$ cat config.mk
export PLATFORM = sky130hd
export DESIGN_NAME = gpd_port
export DESIGN_NICKNAME = d
export VERILOG_FILES = /design/src/design/gpd_pkg.sv /design/src/design/gpd_port.sv
export VERILOG_INCLUDE_DIRS = /design/src /design/src/design
export SDC_FILE = /design/constraint.sdc
export NUM_CORES = 1
export LEC_CHECK = 0
export ABC_CLOCK_PERIOD_IN_PS = 2000
export BUFFER_PORTS_ARGS = -buffer_cell sky130_fd_sc_hd__buf_2
export CAP_MARGIN = 20
export CORE_MARGIN = 4
export CORE_UTILIZATION = 30
export DETAILED_ROUTE_END_ITERATION = 10
export SYNTH_ARGS = -nofsm -noshare
export SYNTH_HDL_FRONTEND = slang
export SYNTH_SLANG_ARGS = --single-unit
$ cat constraint.sdc
create_clock -name SYS_CLK -period 2 [get_ports SYS_CLK]
set_input_delay 0.3 -clock SYS_CLK [delete_from_list [all_inputs] [get_ports SYS_CLK]]
set_output_delay 0.3 -clock SYS_CLK [all_outputs]
set_load 0.01 [all_outputs]
$ cat src/design/gpd_defs.svh
// register offsets, field positions and reset values for the gpio port d block
`ifndef GPD_DEFS_SVH
`define GPD_DEFS_SVH

`define GPD_ADDR_W          4
`define GPD_OFS_PIN_VALUE   4'h0
`define GPD_OFS_LATCH       4'h1
`define GPD_OFS_DIRECTION   4'h2
`define GPD_OFS_PAD_CFG     4'h3
`define GPD_OFS_MEM_CTRL    4'h4
`define GPD_OFS_PSP_CTRL    4'h5
`define GPD_OFS_FUNC_SEL    4'h6
`define GPD_OFS_REMAP_EN    4'h7
`define GPD_OFS_LCD_EN      4'h8

`define GPD_BIT_PULLUP_DIS  7
`define GPD_BIT_BUS_DIS     7
`define GPD_BIT_PSP_MODE    4
`define GPD_BIT_I2C_EN      0
`define GPD_BIT_REFO_EN     1

`define GPD_RST_DIRECTION   8'hFF
`define GPD_RST_LATCH       8'h00
`define GPD_RST_PAD_CFG     8'h80
`define GPD_RST_MEM_CTRL    8'h00
`define GPD_RST_ZERO        8'h00

`define GPD_BIT_DATA        5
`define GPD_BIT_CLOCK       6
`define GPD_BIT_REFO        7

`endif

$ cat src/design/gpd_pkg.sv
// types shared by the gpio port d block
`default_nettype none

package gpd_pkg;
  typedef logic [7:0] gpd_byte_t;
  typedef logic [3:0] gpd_addr_t;
  // which function owns the pins as a whole
  typedef enum logic [1:0]
  {
    GPD_OWN_BUS  = 2'b00,
    GPD_OWN_PSP  = 2'b01,
    GPD_OWN_PORT = 2'b10
  } gpd_owner_t;
endpackage : gpd_pkg

`default_nettype wire

$ cat src/design/gpd_port.sv
// eight-bit general-purpose port d with its pin function multiplexing
//
// Function
// - The port is eight bits wide with its own direction register and its own output latch.
// - Each pin is made an input or an output by its own direction bit.
// - Every reset leaves all eight pins as digital inputs; here the bus owns them after reset and drives them while MEM_AD_OE is high.
// - Each pin has a weak pull-up and one shared disable bit at pad config bit 7 turns all off.
// - A pin's pull-up is off while its direction bit selects output.
// - Every reset disables all pull-ups.
// - Port and other pin functions, except lcd segments, are usable only once the bus-disable bit is set.
// - With the memory interface on, the pins carry the low address/data byte, overriding direction.
// - The parallel-slave mode bit turns the port into an 8-bit data port with TTL inputs.
// - Bits 5 and 6 also serve as second i2c data and clock, bidirectional whatever direction says.
// - Direction 1 means input and 0 drives the latch, so loading 0xCF makes bits 5:4 outputs.
// - A pin given to an lcd segment loses every other function but the pin value read.
// - Pin 7 may output the second reference clock, only while its direction bit selects output.
// - Memory bus, parallel slave and i2c functions override or ignore the direction bit; remap follows it.
`include "gpd_defs.svh"
`default_nettype none

module gpd_port
  import gpd_pkg::*;
(
  // clock and reset
  input  wire logic           SYS_CLK,
  input  wire logic           RESET_N,
  // register port
  input  wire gpd_pkg::gpd_addr_t ADDR,
  input  wire gpd_pkg::gpd_byte_t WDATA,
  input  wire logic           WR_STB,
  input  wire logic           RD_STB,
  output var  gpd_pkg::gpd_byte_t RDATA,
  // pads
  input  wire gpd_pkg::gpd_byte_t PAD_IN,
  output var  gpd_pkg::gpd_byte_t PAD_OUT,
  output var  gpd_pkg::gpd_byte_t PAD_OE,
  output var  gpd_pkg::gpd_byte_t PAD_PULLUP_EN,
  output var  gpd_pkg::gpd_byte_t PAD_TTL_SEL,
  // external memory bus, low address/data byte
  input  wire gpd_pkg::gpd_byte_t MEM_AD_OUT,
  input  wire logic           MEM_AD_OE,
  output var  gpd_pkg::gpd_byte_t MEM_AD_IN,
  // parallel slave port data
  input  wire gpd_pkg::gpd_byte_t PSP_DATA_OUT,
  input  wire logic           PSP_DATA_OE,
  output var  gpd_pkg::gpd_byte_t PSP_DATA_IN,
  // second i2c channel, open drain
  input  wire logic           I2C_SDA_DRIVE_LOW,
  input  wire logic           I2C_SCL_DRIVE_LOW,
  output var  logic           I2C_SDA_IN,
  output var  logic           I2C_SCL_IN,
  // remappable functions
  input  wire gpd_pkg::gpd_byte_t REMAP_OUT,
  output var  gpd_pkg::gpd_byte_t REMAP_IN,
  // second reference clock
  input  wire logic           REFO_CLK,
  // lcd segments
  input  wire gpd_pkg::gpd_byte_t LCD_SEG_OUT,
  output var  gpd_pkg::gpd_byte_t LCD_SEG_EN
);
  import gpd_pkg::*;

  // ----------------------------------------------------------------
  // registers
  // ----------------------------------------------------------------
  gpd_byte_t  direction_q;
  gpd_byte_t  latch_q;
  gpd_byte_t  pad_cfg_q;
  gpd_byte_t  mem_ctrl_q;
  gpd_byte_t  psp_ctrl_q;
  gpd_byte_t  func_sel_q;
  gpd_byte_t  remap_en_q;
  gpd_byte_t  lcd_en_q;
  gpd_byte_t  pin_sync_q;
  gpd_byte_t  rdata_q;
  gpd_owner_t owner_d;

  logic wr_dir;
  logic wr_latch;
  assign wr_dir   = WR_STB && (ADDR == `GPD_OFS_DIRECTION);
  assign wr_latch = WR_STB && ((ADDR == `GPD_OFS_LATCH) || (ADDR == `GPD_OFS_PIN_VALUE));

  // direction register, 1 = input
  always_ff @(posedge SYS_CLK)
  begin
    if (!RESET_N)
      direction_q <= `GPD_RST_DIRECTION;
    else if (wr_dir)
      direction_q <= WDATA;
  end

  // output latch, reachable through either address
  always_ff @(posedge SYS_CLK)
  begin
    if (!RESET_N)
      latch_q <= `GPD_RST_LATCH;
    else if (wr_latch)
      latch_q <= WDATA;
  end

  // control registers
  always_ff @(posedge SYS_CLK)
  begin
    if (!RESET_N)
    begin
      pad_cfg_q  <= `GPD_RST_PAD_CFG;
      mem_ctrl_q <= `GPD_RST_MEM_CTRL;
      psp_ctrl_q <= `GPD_RST_ZERO;
      func_sel_q <= `GPD_RST_ZERO;
      remap_en_q <= `GPD_RST_ZERO;
      lcd_en_q   <= `GPD_RST_ZERO;
    end
    else if (WR_STB)
    begin
      case (ADDR)
        `GPD_OFS_PAD_CFG:  pad_cfg_q  <= WDATA;
        `GPD_OFS_MEM_CTRL: mem_ctrl_q <= WDATA;
        `GPD_OFS_PSP_CTRL: psp_ctrl_q <= WDATA;
        `GPD_OFS_FUNC_SEL: func_sel_q <= WDATA;
        `GPD_OFS_REMAP_EN: remap_en_q <= WDATA;
        `GPD_OFS_LCD_EN:   lcd_en_q   <= WDATA;
        default: ;
      endcase
    end
  end

  // ----------------------------------------------------------------
  // pin sampling and read port
  // ----------------------------------------------------------------
  // pads are taken as synchronous; one stage gives a clean register view
  always_ff @(posedge SYS_CLK)
  begin
    if (!RESET_N)
      pin_sync_q <= `GPD_RST_ZERO;
    else
      pin_sync_q <= PAD_IN;
  end

  always_ff @(posedge SYS_CLK)
  begin
    if (!RESET_N)
      rdata_q <= `GPD_RST_ZERO;
    else if (RD_STB)
    begin
      case (ADDR)
        `GPD_OFS_PIN_VALUE: rdata_q <= pin_sync_q;
        `GPD_OFS_LATCH:     rdata_q <= latch_q;
        `GPD_OFS_DIRECTION: rdata_q <= direction_q;
        `GPD_OFS_PAD_CFG:   rdata_q <= pad_cfg_q;
        `GPD_OFS_MEM_CTRL:  rdata_q <= mem_ctrl_q;
        `GPD_OFS_PSP_CTRL:  rdata_q <= psp_ctrl_q;
        `GPD_OFS_FUNC_SEL:  rdata_q <= func_sel_q;
        `GPD_OFS_REMAP_EN:  rdata_q <= remap_en_q;
        `GPD_OFS_LCD_EN:    rdata_q <= lcd_en_q;
        default:            rdata_q <= `GPD_RST_ZERO;
      endcase
    end
    else
      rdata_q <= `GPD_RST_ZERO;
  end
  assign RDATA = rdata_q;

  // ----------------------------------------------------------------
  // pin ownership
  // ----------------------------------------------------------------
  // bus holds the pins until software sets the bus-disable bit
  always_comb
  begin
    if (!mem_ctrl_q[`GPD_BIT_BUS_DIS])
      owner_d = GPD_OWN_BUS;
    else if (psp_ctrl_q[`GPD_BIT_PSP_MODE])
      owner_d = GPD_OWN_PSP;
    else
      owner_d = GPD_OWN_PORT;
  end

  // ----------------------------------------------------------------
  // per-pin output mux, registered so pad drives come from flops
  // ----------------------------------------------------------------
  gpd_byte_t out_d;
  gpd_byte_t oe_d;
  gpd_byte_t pu_d;
  gpd_byte_t out_q;
  gpd_byte_t oe_q;
  gpd_byte_t pu_q;
  gpd_byte_t ttl_q;
  gpd_byte_t seg_q;
  logic      i2c_on;
  logic      refo_on;

  assign i2c_on  = func_sel_q[`GPD_BIT_I2C_EN];
  assign refo_on = func_sel_q[`GPD_BIT_REFO_EN];

  always_comb
  begin
    for (int i = 0; i < 8; i++)
    begin
      out_d[i] = latch_q[i];
      oe_d[i]  = !direction_q[i];
      case (owner_d)
        GPD_OWN_BUS:
        begin
          out_d[i] = MEM_AD_OUT[i];
          oe_d[i]  = MEM_AD_OE;
        end
        GPD_OWN_PSP:
        begin
          out_d[i] = PSP_DATA_OUT[i];
          oe_d[i]  = PSP_DATA_OE;
        end
        GPD_OWN_PORT:
        begin
          if (remap_en_q[i])
          begin
            // remap follows the direction bit software set to match
            out_d[i] = REMAP_OUT[i];
            oe_d[i]  = !direction_q[i];
          end
        end
        default:
        begin
          out_d[i] = latch_q[i];
          oe_d[i]  = 1'b0;
        end
      endcase
      // lcd segment takes the pin from every other function
      if (lcd_en_q[i])
      begin
        out_d[i] = LCD_SEG_OUT[i];
        oe_d[i]  = 1'b1;
      end
    end
    // i2c pins drive low only, whatever direction says
    if (owner_d == GPD_OWN_PORT && i2c_on)
    begin
      if (!lcd_en_q[`GPD_BIT_DATA])
      begin
        out_d[`GPD_BIT_DATA] = 1'b0;
        oe_d[`GPD_BIT_DATA]  = I2C_SDA_DRIVE_LOW;
      end
      if (!lcd_en_q[`GPD_BIT_CLOCK])
      begin
        out_d[`GPD_BIT_CLOCK] = 1'b0;
        oe_d[`GPD_BIT_CLOCK]  = I2C_SCL_DRIVE_LOW;
      end
    end
    // reference clock needs the pin set as output
    if (owner_d == GPD_OWN_PORT && refo_on && !direction_q[`GPD_BIT_REFO]
        && !lcd_en_q[`GPD_BIT_REFO])
      out_d[`GPD_BIT_REFO] = REFO_CLK;
  end

  // ----------------------------------------------------------------
  // weak pull-ups
  // ----------------------------------------------------------------
  // decided after every override, so a driven pad never keeps its pull-up
  always_comb
  begin
    for (int i = 0; i < 8; i++)
    begin
      pu_d[i] = !pad_cfg_q[`GPD_BIT_PULLUP_DIS] && direction_q[i] && !oe_d[i]
                && !lcd_en_q[i] && (owner_d == GPD_OWN_PORT);
    end
  end

  // pad drive
  always_ff @(posedge SYS_CLK)
  begin
    if (!RESET_N)
    begin
      out_q <= `GPD_RST_ZERO;
      oe_q  <= `GPD_RST_ZERO;
    end
    else
    begin
      out_q <= out_d;
      oe_q  <= oe_d;
    end
  end

  // pull-up enables
  always_ff @(posedge SYS_CLK)
  begin
    if (!RESET_N)
      pu_q <= `GPD_RST_ZERO;
    else
      pu_q <= pu_d;
  end

  // input buffer type follows parallel-slave ownership
  always_ff @(posedge SYS_CLK)
  begin
    if (!RESET_N)
      ttl_q <= `GPD_RST_ZERO;
    else
      ttl_q <= (owner_d == GPD_OWN_PSP) ? 8'hFF : 8'h00;
  end

  // segment enables shown to the lcd side
  always_ff @(posedge SYS_CLK)
  begin
    if (!RESET_N)
      seg_q <= `GPD_RST_ZERO;
    else
      seg_q <= lcd_en_q;
  end

  assign PAD_OUT       = out_q;
  assign PAD_OE        = oe_q;
  assign PAD_PULLUP_EN = pu_q;
  assign PAD_TTL_SEL   = ttl_q;
  assign LCD_SEG_EN    = seg_q;

  // ----------------------------------------------------------------
  // inputs returned to the functions
  // ----------------------------------------------------------------
  always_ff @(posedge SYS_CLK)
  begin
    if (!RESET_N)
    begin
      MEM_AD_IN   <= `GPD_RST_ZERO;
      PSP_DATA_IN <= `GPD_RST_ZERO;
      REMAP_IN    <= `GPD_RST_ZERO;
    end
    else
    begin
      MEM_AD_IN   <= PAD_IN & ~lcd_en_q;
      PSP_DATA_IN <= PAD_IN & ~lcd_en_q;
      REMAP_IN    <= PAD_IN & remap_en_q & ~lcd_en_q;
    end
  end

  // i2c lines idle high, also while a segment owns the pin
  always_ff @(posedge SYS_CLK)
  begin
    if (!RESET_N)
    begin
      I2C_SDA_IN <= 1'b1;
      I2C_SCL_IN <= 1'b1;
    end
    else
    begin
      I2C_SDA_IN <= PAD_IN[`GPD_BIT_DATA] | lcd_en_q[`GPD_BIT_DATA];
      I2C_SCL_IN <= PAD_IN[`GPD_BIT_CLOCK] | lcd_en_q[`GPD_BIT_CLOCK];
    end
  end
endmodule : gpd_port

`default_nettype wire

==> results by group, run 1 <==
Timing
  – Hold Slack: between 0.07 and 0.08 ns
  – Period utilization: between 70% and 80%
  – TNS Setup: 0 ns
  – Relative slew slack: between 30% and 40%
  – Final Critical Period: roughly 1.5 ns
  – Achievable clock frequency: ~650 MHz
  – Max-slew violations: 0
  – Hold Fails Final Rpt: 0
  – Worst slew pin tran: ~0.95 ns
  – Setup Skew: about 0.0060 ns
  – RSZ-0062 raised after global routing: no
  – Final setup viols: 0

Power and ir drop
  – Logic pwr share: under 10%
  – NetSw: between 0.001 and 0.0015 W
  – Clock share of power: 48.6%
  – Register share of total power: 44.3%
  – Peak VDD IR: between 0.4 and 0.5 mV
  – Sw frac: between 20% and 30%
  – P_int: roughly 0.0047 W
  – PwrDens: 907 nW/um2
  – Leak Pwr: slightly below 3 nW

Route
  – Drt wl/cell: roughly 17 um
  – ANT nets after route: 0
  – Total routed wirelength: ~16000 um
  – Initial drt markers: between 300 and 400
  – Vias: around 4400
  – Vias per inst: roughly 4.8
  – Post-route DRC: 0
  – Router iterations before antenna repair: 5

Yosys
  – Top cells by count, synth: 131 x dfxtp_1, 66 x mux2i_1, 62 x nand2_1
  – Post-synthesis async set-or-reset flop share: 0%
  – Synthesized area: ~5400 um2
  – Seq cells post-synth: 131
  – Synth top area share: roughly 50%
  – Post-synth cell types: 48
  – Yosys top cell by area: dfxtp_1
  – Cells after Synth: ~570
  – Prevailing post-synth register cell: dfxtp_1
  – Most frequent cell after synthesis: dfxtp_1
  – Ranking of synthesized cells by area: dfxtp_1 49%, mux2i_1 12%, nand2_1 4.3%
  – Syn. warnings: 0
  – Sequential cell area fraction in the yosys report: around half
  – Synth Net Count: 627
  – Avg Cell Area, Syn: between 9 and 10 um2
  – Number of synthesized flops with an enable pin: 0

Placed design
  – Post-placement cell area: roughly 6000 um2
  – DP HPWL: about 11000 um
  – Port bufs: between 100 and 150
  – Final Wtd Congestion: around 0.9
  – Dpl cells: 891

Clock network
  – Clk_lat worst skew: around 0.42 ns
  – H-Tree Depth: 4
  – Hold-fix buffers, CTS: 0
  – CTS sink cnt: around 130
  – Longest Clk Path Bufs: 2
  – Root Buffer: clkbuf_16
  – Post-CTS Resized: 0
  – Setup bufs post-CTS: 0
  – Reg clk slew, reported paths: approximately 0.060 ns
  – CTS tree: done
  – Cts bufs inserted: 17

Die
  – Full die area: 20100 um2
  – Core area: ~17000 um2
  – Num ports: about 140
  – Starting Density: a little under a third
  – Die W: about 140 um
  – Die H: 142 um
  – Num rows: 48

Global route
  – Number of global-route vias before repair: 4293
  – Antenna violations before repair: 0
  – First-pass GRT wire length: 24600 um
  – Remaining Overflow, GRT: 0
  – All-Layer GR Usage: 15.8%
  – Largest net degree at the start of global routing: 42

Flow run
  – Number of max-cap violations: 0

Outcome
  – Status: completed

Critical path
  – Crit. End Element: flop
  – Max Fanout on Critical Path: 16
  – CP arrival: between 1.5 and 2 ns
  – Startpoint Class: primary input
  – WP data required: approximately 2.4 ns
  – Kind of critical path: primary input to flop

Final layout
  – Area grow syn2layout: 25.7%
  – Antenna diodes: 0
  – Post-route insts no fill: a little over 900
  – Fraction of layout cells with a size suffix above 1: 28.7%
  – Nets@finish: around 750
  – Final Instance Area: slightly below 7000 um2
  – # fillers: roughly 1800

Worst hold path
  – Type of the tightest min-delay check: primary input to flop
## worst max-delay path: stages
cell and delay, ns:
buf_2 0.21, nor2_1 0.77, a221oi_1 0.28, a2bb2oi_1 0.19
o22ai_1 0.11
## logic make-up after synthesis
family | Yosys count | synth area share (%)
and+or+nand+nor | 178 | 17.0
muxes | 69 | 13.4
buffers and inverters | 75 | 7.59
AOI/OAI and AO/OA | 113 | 13.1
DFF | 131 | 48.9
## power by group through the flow
stage	Sequential [W]	Combinational [W]	Clock, W
floorplan	0.00277	0.000254	0
global placement	0.00276	0.000436	0
detailed placement	0.00276	0.000439	0
CTS	0.00270	0.000441	0.00301
global route	0.00271	0.000478	0.00313
finish	0.00270	0.000438	0.00297
## path summary, 6_finish.rpt
kind                        from  cells after the start                to  slack (ns)
setup reg to reg   mem_ctrl_q[7]                      5  PAD_PULLUP_EN[5]        0.47
setup / recovery         ADDR[0]                      5          RDATA[2]        0.47
hold / removal    LCD_SEG_OUT[7]                      3        PAD_OUT[7]        0.08
hold reg to reg       latch_q[4]                      2        latch_q[4]        0.48
## flip-flops by register name, indices dropped and copies added, names as in the netlist
signal,flops
direction_q,8
mem_ctrl_q,8
PSP_DATA_IN,8
remap_en_q,8
pin_sync_q,8
LCD_SEG_EN,8
pad_cfg_q,8
I2C_SCL_IN,1
latch_q,8
PAD_OUT,8
func_sel_q,8
lcd_en_q,8
PAD_PULLUP_EN,8
RDATA,8
REMAP_IN,8
I2C_SDA_IN,1
PAD_TTL_SEL,1
psp_ctrl_q,8
PAD_OE,8
## final cells by class
| type | count | area, um2 | area share, % |
|---|---|---|---|
| clock buffer | 23 | 488 | 7.24 |
| clock inverter | 9 | 78.8 | 1.17 |
| inverter | 18 | 67.6 | 1.00 |
| multi-input combinational | 360 | 2330 | 34.6 |
| sequential | 131 | 2620 | 38.9 |
| tap | 225 | 282 | 4.18 |
| timing repair buffer | 157 | 868 | 12.9 |
## placed cells by master, fill, tap and decap left out, drive strengths merged, types with 2 or more instances in the layout
| master | instances |
|---|---|
| nor2 | 52 |
| a21oi | 41 |
| a221oi | 4 |
| mux2i | 66 |
| inv | 18 |
| nor3b | 9 |
| o21a | 6 |
| o41ai | 3 |
| a221o | 2 |
| a22oi | 5 |
| nor2b | 3 |
| clkbuf | 23 |
| o22ai | 8 |
| and2 | 15 |
| dfxtp | 131 |
| nor3 | 2 |
| or3 | 4 |
| nor4b | 4 |
| clkinvlp | 2 |
| nand2 | 63 |
| o311ai | 2 |
| mux4 | 2 |
| clkinv | 6 |
| o21ai | 26 |
| nand3 | 15 |
| or3b | 2 |
| buf | 157 |
| a22o | 10 |
| nand3b | 5 |
## through the flow
step | utilization (%) | total power (W) | worst slack (ns)
after CTS | 38.7 | 0.00615 | 0.420
after global placement | 35.4 | 0.00320 | 0.186
after floorplan | - | 0.00302 | 0.601
after detailed placement | 35.4 | 0.00320 | 0.0810
final | 38.7 | 0.00611 | 0.472
after global routing | 38.7 | 0.00631 | 0.343
## per-layer routing
layer,up-vias,track usage (%),share of wire (%)
li1,2194,-,-
met5,-,0,0
met2,137,24.7,47
met3,20,4.48,6.5
met1,2089,21.0,45
met4,0,5.66,1.7
Note: power is estimated with default switching activity, not from simulation.
==> run 2, diff against run 1 <==
- ABC_CLOCK_PERIOD_IN_PS: 2000 -> 1500
- clock period: 2 -> 1.5 ns (I/O delays scaled with it)
==> run 2 against run 1 <==
Net effect:
- hold slack lost 0.059 ns
- via count increased by 2.4%
- non-clock buffer count grew 32
- clock power grew 49%
- cell count up 3.5%
- clock-buffer cell count shrank 6
- die area stayed put
- sequential cell count unchanged
- final area grew 5.1%
- global-route usage increased by 0.26 points
- sequential power rose by 33%
- highest routed layer is now met5
==> results by group, run 2 (synthesized netlist as in run 1, its figures left out) <==
Clock network
  – Clk_lat worst skew: 0.42 ns
  – Cts bufs inserted: 17
  – H-Tree Depth: 4
  – Root Buffer: clkbuf_16
  – Longest Clk Path Bufs: 2
  – Reg clk slew, reported paths: about 0.060 ns
  – CTS sink cnt: 131
  – CTS tree: done

Timing
  – Setup Skew: between 0.005 and 0.006 ns
  – Period utilization: 98.0%
  – Final setup viols: 0
  – Final Critical Period: approximately 1.5 ns
  – Achievable clock frequency: around 680 MHz
  – Relative slew slack: a little under three fifths
  – Hold Slack: 0.0175 ns
  – Max-slew violations: 0
  – Worst slew pin tran: around 0.64 ns
  – Hold Fails Final Rpt: 0

Final layout
  – Area grow syn2layout: 32.2%
  – Nets@finish: around 800
  – Fraction of layout cells with a size suffix above 1: 31.9%
  – Commonest non-fill, non-tap cells in the layout: 134 x buf_2, 129 x dfxtp_1, 66 x mux2i_1
  – Antenna diodes: 0
  – Commonest non-fill, non-tap cell in the layout: buf_2

Global route
  – All-Layer GR Usage: between 15 and 20%
  – First-pass GRT wire length: roughly 25000 um
  – Antenna violations before repair: 2
  – GR peak layer: met2
  – Largest net degree at the start of global routing: between 60 and 70
  – Met2 Use GR: about a quarter
  – Met1 Usage GRT: ~21%
  – Number of global-route vias before repair: approximately 4500
  – Met3 GRT Util: between 3 and 4%
  – Remaining Overflow, GRT: 0

Route
  – Vias: between 4000 and 5000
  – ANT nets after route: 0
  – Initial drt markers: 311
  – Drt wl/cell: approximately 17 um
  – Total routed wirelength: about 16000 um
  – Vias per inst: approximately 4.8
  – Post-route DRC: 0
  – Router iterations before antenna repair: 4

Placed design
  – Final Wtd Congestion: 0.871
  – DP HPWL: about 12000 um
  – Port bufs: 134

Critical path
  – FF-to-FF setup slack: slightly above 0.03 ns
  – CP Buf/Inv Count: 1
  – Max Fanout on Critical Path: 5
  – R2R Path Start: mem_ctrl_q[7]
  – Crit path from: mem_ctrl_q[7]
  – Crit path max-delay cell type: dfxtp_4
  – Crit-path max cell delay: approximately 0.37 ns
  – Kind of critical path: flop to flop
  – WP data required: between 1.5 and 2 ns
  – Crit. End Element: flop
  – Critical-path cell list: buf_6, or2_4, a221o_1, nor4b_2
  – CP delay by family, top: simple AND/OR/NAND/NOR gates
  – CP arrival: between 1.5 and 2 ns
  – Startpoint Class: flop

Worst hold path
  – Hold Startpoint: PAD_IN[7]
  – Type of the tightest min-delay check: primary input to flop

Power and ir drop
  – Leak Pwr: about 3.2 nW
  – Pwr Total: 0.00866 W
  – Peak VDD IR: around 0.73 mV
  – PwrDens: between 1000 and 1500 nW/um2

Die
  – Num ports: 135
  – Core area: between 15000 and 20000 um2
  – Num rows: 48
  – Starting Density: ~31%
  – Full die area: 20100 um2
  – Die H: between 100 and 150 um
  – Die W: around 140 um

Outcome
  – Status: completed

Flow run
  – Number of max-cap violations: 0
-- run 2: metal layers --
layer	wire (um)	vias up	share of wire [%]
met3	1050	31	6.5
li1	-	2258	-
met2	7570	146	47
met5	14	-	0.087
met4	316	4	2.0
met1	7100	2106	44
-- run 2: layout make-up --
class,count,area [um2]
clock inverter,15,205
clock buffer,17,425
tap,225,282
inverter,18,67.6
fill,1755,10300
sequential,131,2630
multi-input combinational,360,2340
timing repair buffer,189,1130
-- run 2: path summary, 6_finish.rpt --
check / endpoint / cells after the start
setup / recovery: PAD_PULLUP_EN[6] / 4
setup reg to reg: PAD_PULLUP_EN[6] / 4
hold / removal: pin_sync_q[7] / 3
hold reg to reg: latch_q[4] / 2
-- run 2: stage by stage --
stage / instances / util (%) / cell area, um2 / TNS [ns] / setup WS [ns]
finish: 955 / 40.7 / 7080 / 0 / 0.0305
global route: 955 / 40.7 / 7080 / -0.00128 / -0.00128
CTS: 953 / 40.5 / 7050 / 0 / 0.0108
detailed placement: 917 / 36.6 / 6380 / -0.0116 / -0.00775
global placement: 917 / 36.6 / 6380 / -0.0630 / -0.0325
floorplan: 566 / - / 5360 / 0 / 0.130
-- run 2: where the power goes --
| part | total [W] | switching, W | internal, W |
|---|---|---|---|
| clock | 0.00443 | 0.00163 | 0.00280 |
| sequential | 0.00360 | 0.0000422 | 0.00356 |
| combinational | 0.000632 | 0.000351 | 0.000281 |
-- run 2: worst register-to-register path, cell delays in order (launching register included) --
cell     delay, ns
dfxtp_4       0.37
buf_6         0.13
or2_4         0.24
a221o_1       0.35
nor4b_2       0.29
-- run 2: timing repair --
action	CTS	global route
gates resized for setup	0	6
hold buffers	4	0
setup endpoints to repair	0	3
hold endpoints to repair	4	0
setup buffers	0	2
